**src/pbd_defs.vh**
```
// Constants for the push-button dialler store block.
// Assumes a 50 MHz system clock; included by the dialler module only.
`ifndef PBD_DEFS_VH
`define PBD_DEFS_VH
// ==========================================
// Timing
`define PBD_CLK_KHZ 50000
`define PBD_PHASE_KHZ 18
`define PBD_DEB_US 8500
`define PBD_MUTE_TAIL_US 33000
`define PBD_PULSE_MS 100
// ==========================================
// Store geometry
`define PBD_STORE_LEN 21
`define PBD_MAX_DIGITS 5'h14
// ==========================================
// Key codes
`define PBD_KEY_PAUSE 4'hb
`define PBD_KEY_ZERO 4'ha
`endif

```
**src/pbd_dialler.v**
```verilog
// Keyboard entry, digit store and replay core of a pulse dialler.
// Assumes keypad inputs synchronous to clock; all levels are logic, 1 = idle except on inhibit and reset.
//
// Contract
// - Code sampled only while strobe low
// - Strobe fall starts 8.5 ms debounce
// - Early strobe release restarts debounce timer
// - Invalid codes dropped; valid digits stored
// - Access pause goes to its own store
// - Mute low on write, high after dialling
// - Access pause releases mute
// - 20 digits, non-destructive readout
// - Four parallel 21-bit digit registers
// - Marker register of 21 stages, one per slot
// - Empty slot holds marker until redial
// - At most 20 digits, one slot empty
// - Mute held 33 ms after last pulse
// - Pulse rate scales with phase clock
// - Logic 1 means idle negative level
// - Dial strobe low while out-pulsing
// - Pre-digit pause equals inter-digit pause
// - Inhibit toggles redial mode outside access pause, output low
`timescale 1ns/100ps
`include "pbd_defs.vh"
module pbd_dialler
#(
  parameter DEB_CYC = (`PBD_DEB_US * (`PBD_PHASE_KHZ) + 999) / 1000,
  parameter MUTE_CYC = (`PBD_MUTE_TAIL_US * (`PBD_PHASE_KHZ) + 999) / 1000,
  parameter PULSE_CYC = `PBD_PULSE_MS * `PBD_PHASE_KHZ,
  parameter IDP_CYC = 8 * `PBD_PULSE_MS * `PBD_PHASE_KHZ,
  parameter PH_DIV = `PBD_CLK_KHZ / `PBD_PHASE_KHZ
)
(
  input wire clock,
  input wire reset,
  input wire [3:0] key_code_inputs,
  input wire key_strobe,
  input wire inhibit,
  output reg mute,
  output reg line_pulse,
  output reg dial_strobe,
  output reg redial_out,
  output reg access_pause_out,
  output reg [4:0] digit_count
);
  localparam N = `PBD_STORE_LEN;
  localparam S_IDLE = 3'd0;
  localparam S_PAUSE = 3'd1;
  localparam S_LOAD = 3'd2;
  localparam S_MARK = 3'd3;
  localparam S_SPACE = 3'd4;
  localparam S_TAIL = 3'd5;
  localparam S_APAUSE = 3'd6;

  // ==========================================
  // Phase enable
  reg [15:0] ph_cnt;
  wire tick = (ph_cnt == PH_DIV[15:0] - 16'h0001);
  always @(posedge clock or posedge reset)
  begin
    if (reset)
      ph_cnt <= 16'h0000;
    else if (tick)
      ph_cnt <= 16'h0000;
    else
      ph_cnt <= ph_cnt + 16'h0001;
  end

  // ==========================================
  // Strobe debounce and code conversion
  reg [15:0] deb_cnt;
  reg deb_done;
  reg strobe_d;
  reg key_valid;
  reg key_pause;
  reg [3:0] key_bcd;
  always @*
  begin
    key_valid = 1'b1;
    key_pause = 1'b0;
    key_bcd = key_code_inputs;
    if (key_code_inputs == `PBD_KEY_PAUSE)
    begin
      key_pause = 1'b1;
      key_valid = 1'b0;
    end
    else if (key_code_inputs == `PBD_KEY_ZERO)
      key_bcd = 4'h0;
    else if (key_code_inputs > 4'h9 && key_code_inputs != 4'hf)
      key_valid = 1'b0;
    else if (key_code_inputs == 4'hf)
      key_bcd = 4'h0;
  end

  wire accept = !key_strobe && !deb_done && tick && (deb_cnt == DEB_CYC[15:0] - 16'h0001);

  always @(posedge clock or posedge reset)
  begin
    if (reset)
    begin
      deb_cnt <= 16'h0000;
      deb_done <= 1'b0;
      strobe_d <= 1'b1;
    end
    else
    begin
      strobe_d <= key_strobe;
      if (key_strobe)
      begin
        deb_cnt <= 16'h0000;
        deb_done <= 1'b0;
      end
      else if (strobe_d)
        deb_cnt <= 16'h0000;
      else if (accept)
        deb_done <= 1'b1;
      else if (tick && !deb_done)
        deb_cnt <= deb_cnt + 16'h0001;
    end
  end

  // ==========================================
  // Digit store: four data rings plus marker ring
  reg [N-1:0] store_bit [0:3];
  reg [N-1:0] occupied;
  reg [N-1:0] pause_slot;
  reg [4:0] wr_ptr;
  reg [4:0] rd_ptr;
  reg [2:0] state;
  reg [15:0] tmr;
  reg [3:0] pulses;
  reg redial_mode;
  reg inhibit_d;
  // Slot twenty is never written: its empty state marks the end of the number
  wire full = (digit_count == `PBD_MAX_DIGITS);
  wire write_digit = accept && key_valid && !full;
  wire write_pause = accept && key_pause && !full;
  wire slot_full = occupied[rd_ptr];
  wire [3:0] rd_digit = {store_bit[3][rd_ptr], store_bit[2][rd_ptr],
    store_bit[1][rd_ptr], store_bit[0][rd_ptr]};

  genvar g;
  generate
    for (g = 0; g < 4; g = g + 1)
    begin : g_ring
      always @(posedge clock or posedge reset)
      begin
        if (reset)
          store_bit[g] <= {N{1'b0}};
        else if (write_digit)
          store_bit[g][wr_ptr] <= key_bcd[g];
      end
    end
  endgenerate

  always @(posedge clock or posedge reset)
  begin
    if (reset)
    begin
      occupied <= {N{1'b0}};
      pause_slot <= {N{1'b0}};
      wr_ptr <= 5'd0;
      digit_count <= 5'd0;
    end
    else if (write_digit || write_pause)
    begin
      occupied[wr_ptr] <= 1'b1;
      pause_slot[wr_ptr] <= write_pause;
      wr_ptr <= wr_ptr + 5'd1;
      digit_count <= digit_count + 5'd1;
    end
  end

  // ==========================================
  // Replay sequencer
  wire inh_rise = inhibit && !inhibit_d;
  wire in_apause = (state == S_APAUSE);
  wire [3:0] n_pulses = (rd_digit == 4'h0) ? 4'ha : rd_digit;
  always @(posedge clock or posedge reset)
  begin
    if (reset)
    begin
      state <= S_IDLE;
      tmr <= 16'h0000;
      pulses <= 4'h0;
      rd_ptr <= 5'd0;
      redial_mode <= 1'b0;
      inhibit_d <= 1'b0;
      mute <= 1'b1;
      line_pulse <= 1'b1;
      dial_strobe <= 1'b1;
      redial_out <= 1'b1;
      access_pause_out <= 1'b1;
    end
    else
    begin
      inhibit_d <= inhibit;
      if (inh_rise && !in_apause)
      begin
        redial_mode <= !redial_mode;
        redial_out <= redial_mode;
        if (redial_mode)
          rd_ptr <= 5'd0;
      end
      if (write_digit || write_pause)
        mute <= 1'b0;
      if (tick)
      begin
        case (state)
          S_IDLE:
          begin
            if (slot_full && !redial_mode)
            begin
              state <= S_PAUSE;
              tmr <= 16'h0000;
            end
          end
          S_PAUSE:
          begin
            if (tmr >= IDP_CYC[15:0] - 16'h0001)
              state <= S_LOAD;
            else
              tmr <= tmr + 16'h0001;
          end
          S_LOAD:
          begin
            tmr <= 16'h0000;
            if (!slot_full)
              state <= S_IDLE;
            else if (pause_slot[rd_ptr])
            begin
              mute <= 1'b1;
              access_pause_out <= 1'b0;
              rd_ptr <= rd_ptr + 5'd1;
              state <= S_APAUSE;
            end
            else
            begin
              pulses <= n_pulses;
              rd_ptr <= rd_ptr + 5'd1;
              mute <= 1'b0;
              dial_strobe <= 1'b0;
              state <= S_MARK;
            end
          end
          S_MARK:
          begin
            line_pulse <= 1'b0;
            if (tmr >= PULSE_CYC[15:0] * 16'd2 / 16'd3)
            begin
              tmr <= 16'h0000;
              line_pulse <= 1'b1;
              pulses <= pulses - 4'h1;
              state <= S_SPACE;
            end
            else
              tmr <= tmr + 16'h0001;
          end
          S_SPACE:
          begin
            if (tmr >= PULSE_CYC[15:0] / 16'd3)
            begin
              tmr <= 16'h0000;
              state <= (pulses == 4'h0) ? S_TAIL : S_MARK;
            end
            else
              tmr <= tmr + 16'h0001;
          end
          S_TAIL:
          begin
            // A digit written this very cycle is not yet marked occupied,
            // so the write keeps the line muted instead of losing the race
            if (tmr >= MUTE_CYC[15:0])
            begin
              dial_strobe <= 1'b1;
              if (!occupied[rd_ptr] && !(write_digit || write_pause))
                mute <= 1'b1;
              tmr <= 16'h0000;
              state <= S_PAUSE;
            end
            else
              tmr <= tmr + 16'h0001;
          end
          S_APAUSE:
          begin
            if (!inhibit)
            begin
              access_pause_out <= 1'b1;
              state <= S_PAUSE;
            end
          end
          default:
            state <= S_IDLE;
        endcase
      end
    end
  end
endmodule

```
**config.mk**
```make
export PLATFORM = sky130hd
export DESIGN_NAME = pbd_dialler
export DESIGN_NICKNAME = d
export VERILOG_FILES = /design/src/pbd_dialler.v
export VERILOG_INCLUDE_DIRS = /design/src
export SDC_FILE = /design/constraint.sdc
export NUM_CORES = 1
export LEC_CHECK = 0
export ABC_CLOCK_PERIOD_IN_PS = 8390
export BUFFER_PORTS_ARGS = -buffer_cell sky130_fd_sc_hd__buf_2
export CAP_MARGIN = 15
export CORE_MARGIN = 4
export CORE_UTILIZATION = 55
export DETAILED_ROUTE_END_ITERATION = 8
export GPL_TIMING_DRIVEN = 0
export MAX_ROUTING_LAYER = met4
export PLACE_DENSITY = 0.71
export SYNTH_ARGS = -nofsm -noshare
export SYNTH_HDL_FRONTEND = slang
export SYNTH_SLANG_ARGS = --single-unit
```
**constraint.sdc**
```tcl
create_clock -name clock -period 8.39 [get_ports clock]
set_input_delay 1.678 -clock clock [delete_from_list [all_inputs] [get_ports clock]]
set_output_delay 1.678 -clock clock [all_outputs]
set_load 0.03 [all_outputs]
```
==> results.tsv <==
metric	value	unit
cts_max_level	1	
worst_pin_slew	0.803	ns
grt_pass1_vias	6994	
antenna_found_initial	0	
yosys-top-cells-count	dfrtp_1, mux2_2, nand2_1, nor2_1, nand3_1	
row_count	49	
drive_gt1_share	21.3	%
async_flop_share	100	%
dieArea	20600	sq um
insertion_delay	0.52	ns
core_area	18000	sq um
grt_pass1_wl	37.3	mm
synth-main-ff-cell	dfrtp_1	
path_clk_slew	0.06	ns
ys_seq_elements	205	
clkPwrFrac	48.0	%
syn-cell-area	10100	sq um
routedWlPerCell	19.1	um
worst_setup_path_start_kind	input pin	
leakage	0.00517	uW
yosysMostFrequentCell	dfrtp_1	
finalHoldViolations	0	
comb_power_share	3.0	%
clockBufferDepth	3	
hpwl	15.5	mm
finalSetupTns	0	ns
instances_no_fill	1173	
fp.dieW	144	um
nFillCells	1473	
post-route-period-util	41.9	%
min_period	3.51	ns
synth_nets	912	
critPathArrivalTime	3.91	ns
max_freq	285	MHz
area_growth_syn_to_layout	11.3	%
cts_resized	0	
cts-root-buf	clkbuf_16	
wirelength	22.4	mm
drv_slew	0	
reg2reg_depth	8	
drc_errors	0	
fin_nets	954	
fin_worst_skew	0.0196	ns
place_ws	4.31	ns
crit_path_end	store_bit[14]	
r2r_start	ph_cnt[0]	
hp-class	reg -> reg	
setup_viol	0	
synth_cells	890	
setup.worst_path.end_class	flip-flop	
p_switching	440	uW
seq_power_share	48.9	%
chipHeight	144	um
firstDrtPassIters	5	
cts.sinks	205	
grt_setup_unrepaired	no	
slew_headroom	46.5	%
grt_max_degree	107	
cp.required	8.79	ns
cts_made_buffers	22	
avgViaCountPerCell	5.95	
ys_top_cells_by_area	dfrtp_1, mux2_2, mux4_2	
place_congestion	0.820	
ff2ff_setup_slack	5.00	ns
synth_cell_types	66	
cts_tree	yes	
p_int	1600	uW
n_antenna_cell	0	
peakVddDrop	206	uV
ioPinCount	18	
placed_cells_incl_taps	1137	
crit-reg2reg-capture	store_bit[14]	
grt_overflow_total	0	
dr.first_iter.drc_count	417	
cts_hold_buf	0	
hold_start	occupied[2]	
syn_area_per_cell	11.4	sq um
power_density	182	nW/um^2
path_max_fanout	6	
ant_nets	0	
fin_ws	4.88	ns
path_class	in -> reg	
yosysSeqAreaShare	50.8	%
maxCapViolations	0	
synth_edf_count	0	
p_sw_share	21.5	%
yosysWarnings	0	
start_util	56.1	%
vias	6980	
track_usage	23.3	%
crit_start	key_strobe	
outcome	finished, final reports clean	
synth.largest_area_cell	dfrtp_1	
synth_top_area_share	49.3	%
post_cts_buffers	0	
port_buffers	17	
critical path: stages:
cell and delay [ns]:
buf_2 0.13, nor4b_1 0.25, and4_1 0.34, nand3_1 0.24, nand2b_1 0.36, nor2_1 0.50
mux2_2 0.40
cell type report:
type	instances	area (sq um)	area share, %
plain buffers	46	198	1.76
multi-input cells	608	4660	41.4
flip-flops and latches	205	5140	45.7
inverters	31	124	1.10
repair buffers	18	113	1.00
clock buffers	30	641	5.70
well taps	229	287	2.55
clock inverters	6	91.3	0.812
power groups by stage:
stage | clock [uW] | sequential (uW) | combinational (uW)
4_1_cts | 998 | 1000 | 64.1
3_3_place_gp | 0 | 1020 | 61.3
6_report | 981 | 1000 | 62.1
3_5_place_dp | 0 | 1020 | 64.1
5_1_grt | 1040 | 1000 | 70.3
2_1_floorplan | 0 | 1020 | 38.2
placed cells by master (no fill, tap or decap), types with 25 or more instances in the layout:
master    Yosys  final
mux2_2       84     84
o21ai_0      39     39
mux4_2       25     25
clkbuf_1     31     33
xnor2_1      26     26
nand2_1      65     65
nor2_1       64     64
dfrtp_1     199    199
inv_1        31     30
nand3_1      47     47
per-stage QoR:
stage               hold slack [ns]  cell area [sq um]  util, %  total power, uW
finish                        0.452              11200     62.4             2040
global route                  0.481              11200     62.4             2110
CTS                           0.457              11200     62.4             2060
detailed placement            0.444              10500     58.3             1080
global placement              0.436              10500     58.1             1080
floorplan                     0.423              10100        -             1060
worst min-delay path by stage:
| stage | to | slack [ns] | cells past startpoint |
|---|---|---|---|
| final | occupied[2] | 0.45 | 1 |
| after global routing | occupied[8] | 0.48 | 1 |
| after CTS | occupied[2] | 0.46 | 1 |
| after detailed placement | occupied[9] | 0.44 | 1 |
| after global placement | occupied[2] | 0.44 | 1 |
| after floorplan | occupied[4] | 0.42 | 1 |
metal layers:
layer | GRT usage, % | vias up | routed length [um]
met5 | - | - | 0
met4 | 5.75 | 0 | 493
met3 | 3.03 | 40 | 1020
met2 | 36.5 | 152 | 10600
met1 | 32.8 | 3502 | 10200
li1 | - | 3286 | -
flip-flops by register name, indices dropped and copies added, names as in the netlist, 3 cells and up:
signal       count
ph_cnt          16
store_bit       84
deb_cnt         16
pause_slot      21
tmr             16
wr_ptr           5
rd_ptr           5
state            3
digit_count      5
pulses           4
occupied        21
kinds of logic after synthesis:
group / Yosys count / share of synthesized area (%)
adders and majority gates: 14 / 1.73
buffers and inverters: 77 / 3.11
DFF: 205 / 50.8
xor gates and xnor gates: 39 / 3.38
and+or+nand+nor: 288 / 14.7
muxes: 128 / 16.8
AOI/OAI and AO/OA: 139 / 9.39
(Power assumes the default switching activity.)
